==> src/pkg/ssll_pkg.sv <==
// Shared constants for the three-wire synthesizer load port.
// Assumes both ends run on one 50 MHz system clock.
package ssll_pkg;
   localparam int WORD_BITS      = 24;
   localparam int CTRL_BITS      = 2;
   localparam int CLK_HZ         = 50000000;
   localparam int SCLK_MAX_HZ    = 20000000;
   // Least half-period of the serial clock, rounded up to whole cycles
   localparam int SCLK_HALF_MIN  = (CLK_HZ + 2 * SCLK_MAX_HZ - 1) / (2 * SCLK_MAX_HZ);
   localparam int SCLK_HALF_DFLT = 4;
   localparam logic [1:0] DEST_REF  = 2'h0;
   localparam logic [1:0] DEST_AB   = 2'h1;
   localparam logic [1:0] DEST_FUNC = 2'h2;
   localparam logic [1:0] DEST_NONE = 2'h3;
   localparam logic [23:0] LATCH_RST = 24'h000000;
   localparam int POWER_DOWN_BIT = 3;
   localparam int COUNTER_RST_BIT = 2;
   localparam int MUX_CTRL_LSB   = 4;
   localparam int MUX_CTRL_BITS  = 3;
   typedef enum logic [1:0] {
      SSLL_IDLE  = 2'b00,
      SSLL_LOW   = 2'b01,
      SSLL_HIGH  = 2'b11,
      SSLL_COMMIT = 2'b10
   } ssll_host_e;
endpackage : ssll_pkg

==> src/pkg/ssll_if.sv <==
// Three write-only serial wires plus the power-down and status side lines.
// Both ends attach through their modports; the bench owns the clock.
`timescale 1ns/1ps
interface ssll_if;
   logic serialClk;
   logic serialData;
   logic latchStrobe;
   logic chipEnable;
   logic statusMuxOutput;
   modport device (input serialClk, input serialData, input latchStrobe,
                    input chipEnable, output statusMuxOutput);
   modport host   (output serialClk, output serialData, output latchStrobe,
                    output chipEnable, input statusMuxOutput);
endinterface : ssll_if

==> src/ssll_device.sv <==
// Function
// Three host inputs, write only, no readback
// Sample data on each serial clock rise; device ignores rises while strobe is high
// Strobe rise copies word to selected latch
// Only complete 24-bit words update latches
// Host serial clock at most 20 MHz
// Host holds strobe low across word
// Host may send three gapless bytes
// Host raises strobe after third byte
// Host samples stable data, phase zero
// Power-down driven on separate line
// Host polls lock on status output
// Word shifted most significant bit first
// Low bits select reference, AB, function latch
// Loading continues while powered down
// Control code 11 updates no latch
//
// Device end: samples the link pins on clk and fills three latches.
// Assumes link pins are asynchronous to clk and below a quarter of its rate.
`timescale 1ns/1ps
module ssll_device
   import ssll_pkg::*;
(
   // System
   input  wire logic        clk,
   input  wire logic        rst,
   // Link
   ssll_if.device           link,
   // Latch contents and status flags
   output logic [23:0]      refLatch,
   output logic [23:0]      abLatch,
   output logic [23:0]      funcLatch,
   output logic             poweredDown,
   output logic             wordError,
   // Lock indication from the synthesizer core
   input  wire logic        lockDetect
);
   // Positions of the link pins in the synchroniser bank
   localparam int PIN_CLK   = 0;
   localparam int PIN_DATA  = 1;
   localparam int PIN_STB   = 2;
   localparam int PIN_CE    = 3;
   localparam int NUM_PINS  = 4;
   localparam int NUM_LATCH = 3;
   // Idle levels: clock low, data low, strobe high, enable high
   localparam logic [NUM_PINS-1:0] PIN_IDLE   = 4'hC;
   localparam logic [4:0]          COUNT_LAST = 5'(WORD_BITS - 1);
   localparam logic [2:0]          MUX_LOCK   = 3'h1;

   // Ports, counter and decode are sized for this word layout only
   if (WORD_BITS != 24 || CTRL_BITS != 2) begin : g_bad_layout
      $error("word layout does not fit the latch ports");
   end

   // Frame progress; Gray steps along idle, shift, full, over
   typedef enum logic [1:0] {
      FRAME_IDLE  = 2'b00,
      FRAME_SHIFT = 2'b01,
      FRAME_FULL  = 2'b11,
      FRAME_OVER  = 2'b10
   } ssll_frame_e;

   // One-hot latch select; code 11 selects nothing
   function automatic logic [NUM_LATCH-1:0] dest_select(input logic [1:0] code);
      logic [NUM_LATCH-1:0] hit;
      hit = 3'h0;
      case (code)
         DEST_REF:  hit = 3'h1;
         DEST_AB:   hit = 3'h2;
         DEST_FUNC: hit = 3'h4;
         default:   hit = 3'h0;
      endcase
      return hit;
   endfunction : dest_select

   // Edge seen between the settled level and its previous sample
   function automatic logic rise_of(input logic level, input logic prior);
      return level & ~prior;
   endfunction : rise_of

   logic [NUM_PINS-1:0] pinRaw, pinSafe;

   // Bit order follows the pin positions above
   assign pinRaw = {link.chipEnable, link.latchStrobe, link.serialData, link.serialClk};

   // Two stages per pin; logic reads only the second
   for (genvar p = 0; p < NUM_PINS; p++) begin : g_sync
      logic [1:0] stage, next_stage;
      always_comb begin
         next_stage = {stage[0], pinRaw[p]};
      end
      always_ff @(posedge clk) begin
         if (rst) begin
            stage <= {2{PIN_IDLE[p]}};
         end else begin
            stage <= next_stage;
         end
      end
      assign pinSafe[p] = stage[1];
   end

   ssll_frame_e          frame, next_frame;
   logic [23:0]          shiftReg, next_shiftReg;
   logic [4:0]           bitCount, next_bitCount;
   logic                 clkLast, next_clkLast, stbLast, next_stbLast;
   logic                 clkRise, stbRise, shiftNow, wordFull;
   logic [NUM_LATCH-1:0] loadEn;

   assign clkRise  = rise_of(pinSafe[PIN_CLK], clkLast);
   assign stbRise  = rise_of(pinSafe[PIN_STB], stbLast);
   // Edges outside a frame are ignored
   assign shiftNow = clkRise & ~pinSafe[PIN_STB];
   assign wordFull = (frame == FRAME_FULL);
   assign loadEn   = dest_select(shiftReg[CTRL_BITS-1:0]);

   always_comb begin
      next_clkLast  = pinSafe[PIN_CLK];
      next_stbLast  = pinSafe[PIN_STB];
      next_shiftReg = shiftReg;
      next_bitCount = bitCount;
      next_frame    = frame;
      if (shiftNow) begin
         next_shiftReg = {shiftReg[22:0], pinSafe[PIN_DATA]};
         next_bitCount = bitCount + 5'h01;
      end
      // Only a frame ending exactly on the last bit may commit
      case (frame)
         FRAME_IDLE: begin
            if (!pinSafe[PIN_STB]) begin
               next_frame = FRAME_SHIFT;
            end
         end
         FRAME_SHIFT: begin
            if (shiftNow && bitCount == COUNT_LAST) begin
               next_frame = FRAME_FULL;
            end
         end
         FRAME_FULL: begin
            if (shiftNow) begin
               next_frame = FRAME_OVER;
            end
         end
         // Counter may wrap here; the state keeps the frame refused
         FRAME_OVER: next_frame = FRAME_OVER;
         default:    next_frame = FRAME_IDLE;
      endcase
      if (stbRise) begin
         next_bitCount = 5'h00;
         next_frame    = FRAME_IDLE;
      end
   end

   always_ff @(posedge clk) begin
      if (rst) begin
         frame    <= FRAME_IDLE;
         clkLast  <= PIN_IDLE[PIN_CLK];
         stbLast  <= PIN_IDLE[PIN_STB];
         shiftReg <= 24'h000000;
         bitCount <= 5'h00;
      end else begin
         frame    <= next_frame;
         clkLast  <= next_clkLast;
         stbLast  <= next_stbLast;
         shiftReg <= next_shiftReg;
         bitCount <= next_bitCount;
      end
   end

   // One register per destination; a commit loads only the selected one
   for (genvar n = 0; n < NUM_LATCH; n++) begin : g_latch
      logic [23:0] q, next_q;
      always_comb begin
         next_q = q;
         // Power-down does not gate the commit
         if (stbRise && wordFull && loadEn[n]) begin
            next_q = shiftReg;
         end
      end
      always_ff @(posedge clk) begin
         if (rst) begin
            q <= LATCH_RST;
         end else begin
            q <= next_q;
         end
      end
   end

   assign refLatch  = g_latch[0].q;
   assign abLatch   = g_latch[1].q;
   assign funcLatch = g_latch[2].q;

   logic next_wordError, next_poweredDown, next_status_mux_output;

   always_comb begin
      next_wordError = wordError;
      // A short or overlong frame is flagged and loads nothing
      if (stbRise) begin
         next_wordError = !wordFull;
      end
      // Pin and software power-down both count
      next_poweredDown = ~pinSafe[PIN_CE] | funcLatch[POWER_DOWN_BIT];
      next_status_mux_output      = 1'b0;
      if (funcLatch[MUX_CTRL_LSB +: MUX_CTRL_BITS] == MUX_LOCK) begin
         next_status_mux_output = lockDetect & ~next_poweredDown;
      end
   end

   always_ff @(posedge clk) begin
      if (rst) begin
         wordError            <= 1'b0;
         poweredDown          <= 1'b1;
         link.statusMuxOutput <= 1'b0;
      end else begin
         wordError            <= next_wordError;
         poweredDown          <= next_poweredDown;
         link.statusMuxOutput <= next_status_mux_output;
      end
   end
endmodule : ssll_device

==> src/flat_wrapper.sv <==
// flat-port wrapper written by rule: the top's interface ports become plain ports
module ssll_device_flat import ssll_pkg::*;
  (clk, rst, refLatch, abLatch, funcLatch, poweredDown, wordError, lockDetect, link_serialClk, link_serialData, link_latchStrobe, link_chipEnable, link_statusMuxOutput);
  ssll_if link_i ();
  input  wire logic clk;
  input  wire logic rst;
  output logic [23:0] refLatch;
  output logic [23:0] abLatch;
  output logic [23:0] funcLatch;
  output logic poweredDown;
  output logic wordError;
  input  wire logic lockDetect;
  input wire logic [$bits(link_i.serialClk)-1:0] link_serialClk;
  input wire logic [$bits(link_i.serialData)-1:0] link_serialData;
  input wire logic [$bits(link_i.latchStrobe)-1:0] link_latchStrobe;
  input wire logic [$bits(link_i.chipEnable)-1:0] link_chipEnable;
  output wire logic [$bits(link_i.statusMuxOutput)-1:0] link_statusMuxOutput;
  assign link_i.serialClk = link_serialClk;
  assign link_i.serialData = link_serialData;
  assign link_i.latchStrobe = link_latchStrobe;
  assign link_i.chipEnable = link_chipEnable;
  assign link_statusMuxOutput = link_i.statusMuxOutput;
  ssll_device u_core (.clk(clk), .rst(rst), .link(link_i), .refLatch(refLatch), .abLatch(abLatch), .funcLatch(funcLatch), .poweredDown(poweredDown), .wordError(wordError), .lockDetect(lockDetect));
endmodule
==> config.mk <==
export PLATFORM = sky130hd
export DESIGN_NAME = ssll_device_flat
export DESIGN_NICKNAME = d
export VERILOG_FILES = /design/src/pkg/ssll_pkg.sv /design/src/pkg/ssll_if.sv /design/src/ssll_device.sv /design/src/flat_wrapper.sv
export SDC_FILE = /design/constraint.sdc
export NUM_CORES = 1
export LEC_CHECK = 0
export BUFFER_PORTS_ARGS = -buffer_cell sky130_fd_sc_hd__buf_2
export CELL_PAD_IN_SITES_DETAIL_PLACEMENT = 1
export CELL_PAD_IN_SITES_GLOBAL_PLACEMENT = 1
export CORE_MARGIN = 1.5
export CORE_UTILIZATION = 30
export CTS_BUF_LIST = sky130_fd_sc_hd__clkbuf_4
export CTS_CLUSTER_DIAMETER = 200
export DETAILED_ROUTE_END_ITERATION = 8
export MAX_ROUTING_LAYER = met4
export PLACE_DENSITY = 0.69
export RECOVER_POWER = 25
export REMOVE_ABC_BUFFERS = 1
export SETUP_SLACK_MARGIN = 0.1
export SLEW_MARGIN = 15
export SYNTH_ARGS = -nofsm -noshare
export SYNTH_HDL_FRONTEND = slang
export SYNTH_SLANG_ARGS = --single-unit
==> constraint.sdc <==
create_clock -name clk -period 1.2 [get_ports clk]
set_input_delay 0.12 -clock clk [delete_from_list [all_inputs] [get_ports clk]]
set_output_delay 0.12 -clock clk [all_outputs]
set_load 0.03 [all_outputs]
Yosys cells after proc, flatten, opt, wreduce, memory -nomap -nowiden
Cells that the tools add are included.
{"block": "op_classes", "n_addsub": 1, "n_eq_ne": 10, "n_mux": 5, "bitwise": 11, "reduce_logical": 11}
{"op": "one-hot mux 3 bit (3 select lines)", "count": 1}
{"op": "one-hot mux 2 bit (4 select lines)", "count": 1}
{"op": "== test 2 bit (second input constant)", "count": 3}
{"op": "two-way mux 2 bit", "count": 3}
{"op": "inverter 1 bit", "count": 6}
{"op": "adder 5 x 1 -> 5 bit (second input constant)", "count": 1}
{"op": "== test 5 bit (second input constant)", "count": 1}
{"op": "logical AND 1 bit", "count": 5}
{"op": "bitwise AND 1 bit", "count": 4}
{"op": "== test 2 x 1 -> 1 bit (second input constant)", "count": 2}
{"op": "zero test 2 bit", "count": 2}
{"op": "!= test 2 x 1 -> 1 bit (second input constant)", "count": 2}
{"op": "OR reduction 2 bit", "count": 2}
{"op": "== test 3 x 1 -> 1 bit (second input constant)", "count": 1}
{"op": "AND reduction 3 bit", "count": 1}
{"op": "!= test 2 bit (second input constant)", "count": 1}
{"op": "zero test 1 bit", "count": 1}
{"op": "bitwise OR 1 bit", "count": 1}
{"block": "totals", "ff_bits": 116, "input_bits": 7, "out_inout_bits": 75, "wordCells": 53}

Depth between registers and ports, before layout
{"block": "depth", "ltp_word": 6, "mapped_depth": 6}

Worst setup path before layout
No wires, ideal clock.
{"block": "synth_path", "kind": "reg-to-reg", "startpoint": "reg u_core.g_sync[2].stage[1]", "endpoint": "reg u_core.g_latch[0].q[10] (netlist: u_core.refLatch[10])", "setup_time_ps": 72, "arrival_time_ps": 1275, "slack_ps": -146, "path_stages_with_launch": 7, "path_buffers": 3, "synth_period_minus_slack_ps": 1346, "path_cell_list": "dfxtp_1 > and4b_1 > buf_4 > nor3b_2 > buf_6 > buf_8 > mux2i_1"}
{"block": "synth_via", "elab_chain_len": 3}
{"item": "start, declared", "line_no": "ssll_device.sv:88", "text": "logic [1:0] stage, next_stage;"}
{"item": "start signal, assigned", "line_no": "ssll_device.sv:94", "text": "stage <= {2{PIN_IDLE[p]}};"}
{"item": "start signal, assigned", "line_no": "ssll_device.sv:96", "text": "stage <= next_stage;"}
{"item": "bitwise AND 1 bit", "line_no": "ssll_device.sv:78", "text": "return level & ~prior;"}
{"item": "logical AND 1 bit (2 in series)", "line_no": "ssll_device.sv:175", "text": "if (stbRise && wordFull && loadEn[n]) begin"}
{"item": "end signal, assigned", "line_no": "ssll_device.sv:183", "text": "q <= next_q;"}
{"item": "end, declared", "line_no": "ssll_device.sv:171", "text": "logic [23:0] q, next_q;"}
No other way between the ends.
A chain may end at the register's enable or synchronous reset.

Final worst setup path
{"block": "layout_path", "startpoint": "reg u_core.stbLast", "endpoint": "reg u_core.g_latch[0].q[10] (netlist: u_core.refLatch[10])"}
{"block": "layout_via", "elab_chain_len": 4}
{"item": "start, declared", "line_no": "ssll_device.sv:105", "text": "logic clkLast, next_clkLast, stbLast, next_stbLast;"}
{"item": "start signal, assigned", "line_no": "ssll_device.sv:157", "text": "stbLast <= PIN_IDLE[PIN_STB];"}
{"item": "start signal, assigned", "line_no": "ssll_device.sv:163", "text": "stbLast <= next_stbLast;"}
{"item": "inverter 1 bit", "line_no": "ssll_device.sv:78"}
{"item": "bitwise AND 1 bit", "line_no": "ssll_device.sv:78"}
{"item": "logical AND 1 bit (2 in series)", "line_no": "ssll_device.sv:175"}
No other way between the ends.

==> results.py <==
metrics = {
    "drt": {
        "dr.pass1.iters": 4,
        "drtAntennaViolNets": 0,
        "wl_um": 12500,
        "via_count": 3516,
        "avgRoutedWirePerCell_um": 16.2,
        "drtIter0Drc": 138,
        "drc": 0,
        "viasPerCell": 4.57,
    },
    "place": {
        "preCtsSetupSlack_ns": -0.214,
        "dp.cells": 690,
        "port_buffers": 81,
        "dp_hpwl_um": 7230,
        "place_congestion": 0.790,
    },
    "setup_path": {
        "crit_fanout": 7,
        "r2r_cells": 5,
        "slowest_delay_ns": 0.33,
        "crit_path_start_kind": "flop",
        "cp_cell_sequence": "and4b_1 -> nor3b_4 -> buf_6 -> buf_8 -> mux2i_1",
        "reg2reg_from": "u_core.stbLast",
        "endpoint_kind": "flop",
        "critPathArrivalTime_ns": 1.82,
        "rrSetupSlack_ns": -0.17,
        "slowest_stage": "dfxtp_2",
        "cp-endpoint": "u_core.refLatch[10]",
        "cp_data_required_time_ns": 1.65,
        "crit_start": "u_core.stbLast",
        "reg2reg_to": "u_core.refLatch[10]",
        "critical_path_class": "reg -> reg",
    },
    "cells_and_area": {
        "nets": 588,
        "drive_gt1_share_pct": 56.4,
        "fin_util_pct": 48.1,
        "multiInputGateArea_sq_mm": 0.00218,
        "layout.cells.most_common": "nand2b_1",
        "fillCellCount": 1514,
        "area_growth_pct": 54.9,
        "final_cell_mix": "88 x nand2b_1, 83 x buf_6, 80 x dfxtp_2, 65 x mux2i_1, 48 x buf_4",
        "regArea_sq_mm": 0.00243,
        "final_cells": 770,
        "diodes": 0,
    },
    "grt": {
        "grt_max_degree": 45,
        "grt_antenna_before_repair": 0,
        "grt_use_total_pct": 16.9,
        "grt-ovfl-total": 0,
        "grt_pass1_wl_um": 18800,
        "grt_pass1_vias": 3633,
    },
    "synth": {
        "muxShareOfSynthArea_pct": 15.2,
        "synth_fa_ha_area_share_pct": 0.287,
        "synth_compound_area_share_pct": 4.39,
        "synth_top_family_by_area": "simple AND/OR/NAND/NOR gates",
        "ys_types": 31,
        "yosysWarningCount": 0,
        "synth_edf_count": 0,
        "synth.largest_area_cell": "dfxtp_1",
        "ys_seq_area_share_pct": 53.3,
        "async_flop_share_pct": 0,
        "synthFlopType": "dfxtp_1",
        "avgSynthCellArea_sq_um": 10.1,
        "netlist.area_leader.share_pct": 53.3,
        "synth-simple-area-share_pct": 22.6,
        "synth_area_leaders": "dfxtp_1 53%, mux2i_1 15%, nand2b_1 13%, nand2_1 4.6%, a21oi_1 3.6%",
        "synthXorXnorAreaFrac_pct": 0.201,
        "synth-seq-cells": 116,
        "syn_inst": 430,
        "syn-cell-area_sq_mm": 0.00436,
    },
    "floorplan": {
        "start_util_pct": 31.0,
        "die_w_um": 124,
        "die_area_sq_mm": 0.0153,
        "core-area_sq_mm": 0.0140,
        "rows": 43,
        "io_pins": 82,
        "die_y_um": 124,
    },
    "clock_tree": {
        "clk_path_buf_depth": 2,
        "root_buffer": "clkbuf_4",
        "htree_levels": 4,
        "clock_latency_ns": 0.53,
        "cts_buffers": 17,
        "tritoncts": "yes",
        "cts.sinks": 116,
        "clkTransAtPathRegs_ns": 0.10,
    },
    "outcome": {
        "violations": "negative setup slack",
        "status": "finished with violations",
    },
    "timing": {
        "setup_viol": 102,
        "fmax_ghz": 0.732,
        "finalMaxSlewViolations": 0,
        "rsz0062_at_grt": "yes",
        "relSlewSlack_pct": 66.0,
        "min_period_over_period_pct": 114,
        "holdWs_ns": 0.312,
        "final_hold_viol_count": 0,
        "clock-skew-final_ns": 0.0127,
        "fin_ws_ns": -0.166,
        "worst_pin_slew_ns": 0.510,
        "layout_min_cycle_time_ns": 1.37,
    },
    "hold_path": {
        "hp-class": "in -> reg",
    },
    "pwr": {
        "p_leak_nw": 3.04,
        "power_density_mw_per_mm2": 1000,
        "vdd_ir_drop_max_v": 0.000497,
    },
    "run": {
        "maxCapViolCount": 0,
    },
}
-- synth_stat cells, types with 5 or more instances --
| master | number |
|---|---|
| a21oi_1 | 31 |
| nor2_1 | 5 |
| inv_1 | 6 |
| or2_2 | 5 |
| nand2_1 | 53 |
| nand2b_1 | 89 |
| nor2b_1 | 6 |
| mux2i_1 | 66 |
| clkbuf_1 | 17 |
| dfxtp_1 | 116 |
-- through the flow --
| stage | power (mW) | setup TNS, ns | cell area, sq um |
|---|---|---|---|
| detailed placement | 4.15 | -10.64 | 5080 |
| floorplan | 4.04 | -77.76 | 4200 |
| global placement | 4.14 | -6.20 | 5080 |
| global route | 7.01 | -14.54 | 6750 |
| finish | 6.76 | -9.31 | 6750 |
| CTS | 6.84 | -8.96 | 6460 |
-- sequential cells by signal (all words and copies together) (netlist names), 2 cells and up --
name and cells:
u_core.bitCount 5, u_core.g_sync.stage 8, u_core.funcLatch 24, u_core.abLatch 24, u_core.refLatch 24, u_core.shiftReg 24
u_core.frame 2
-- cell type report --
type / count / area share, %
Clock buffer: 20 / 2.22
Tap cell: 180 / 3.34
Timing Repair Buffer: 159 / 24.6
Sequential cell: 116 / 35.9
Clock inverter: 9 / 1.33
Inverter: 6 / 0.334
Multi-Input combinational cell: 280 / 32.2
-- how the worst min path moves through the flow --
stage	cells past startpoint	slack, ns	end	startpoint
floorplan	1	0.19	u_core.abLatch[0]	rst
global placement	2	0.30	u_core.g_sync[3].stage[0]	link_chipEnable
detailed placement	2	0.31	u_core.g_sync[3].stage[0]	link_chipEnable
CTS	3	0.26	u_core.g_sync[2].stage[0]	link_latchStrobe
global route	3	0.29	u_core.g_sync[2].stage[0]	link_latchStrobe
finish	3	0.31	u_core.g_sync[2].stage[0]	link_latchStrobe
-- critical path: cells and delay by family (launching register included) --
kind,cells,cell delay (ns)
simple gates,2,0.48
mux,1,0.19
buf+inv,2,0.29
flops,1,0.33
-- power by group --
part | internal [mW] | switching [mW] | total [mW]
Sequential | 3.86 | 0.0101 | 3.87
Clock | 1.23 | 1.42 | 2.65
Combinational | 0.121 | 0.111 | 0.232
-- per-layer routing --
metal | track usage [%] | vias to the layer above | share of wire [%]
li1 | - | 1720 | -
met1 | 19.5 | 1710 | 42
met2 | 28.4 | 70 | 53
met3 | 4.75 | 16 | 3.3
met4 | 5.03 | 0 | 1.4
met5 | - | - | 0
-- logic make-up after synthesis --
family / after synthesis
buffers and inverters: 34
flip-flops: 116
multiplexers: 66
adder cells (fa/ha/maj): 1
AO/OA/AOI/OAI: 36
AND/OR/NAND/NOR: 176
XOR/XNOR: 1
-- repair_timing --
item | 4_1_cts | 5_1_grt
setup endpoints to repair | 178 | 179
buffers inserted | 23 | 17
endpoints found under the hold margin | 8 | 0
resized for setup | 300 | 60
gates cloned | 6 | 0
pin swaps | 21 | 17
hold buffers | 6 | 0
Note: power is estimated with default switching activity, not from simulation.
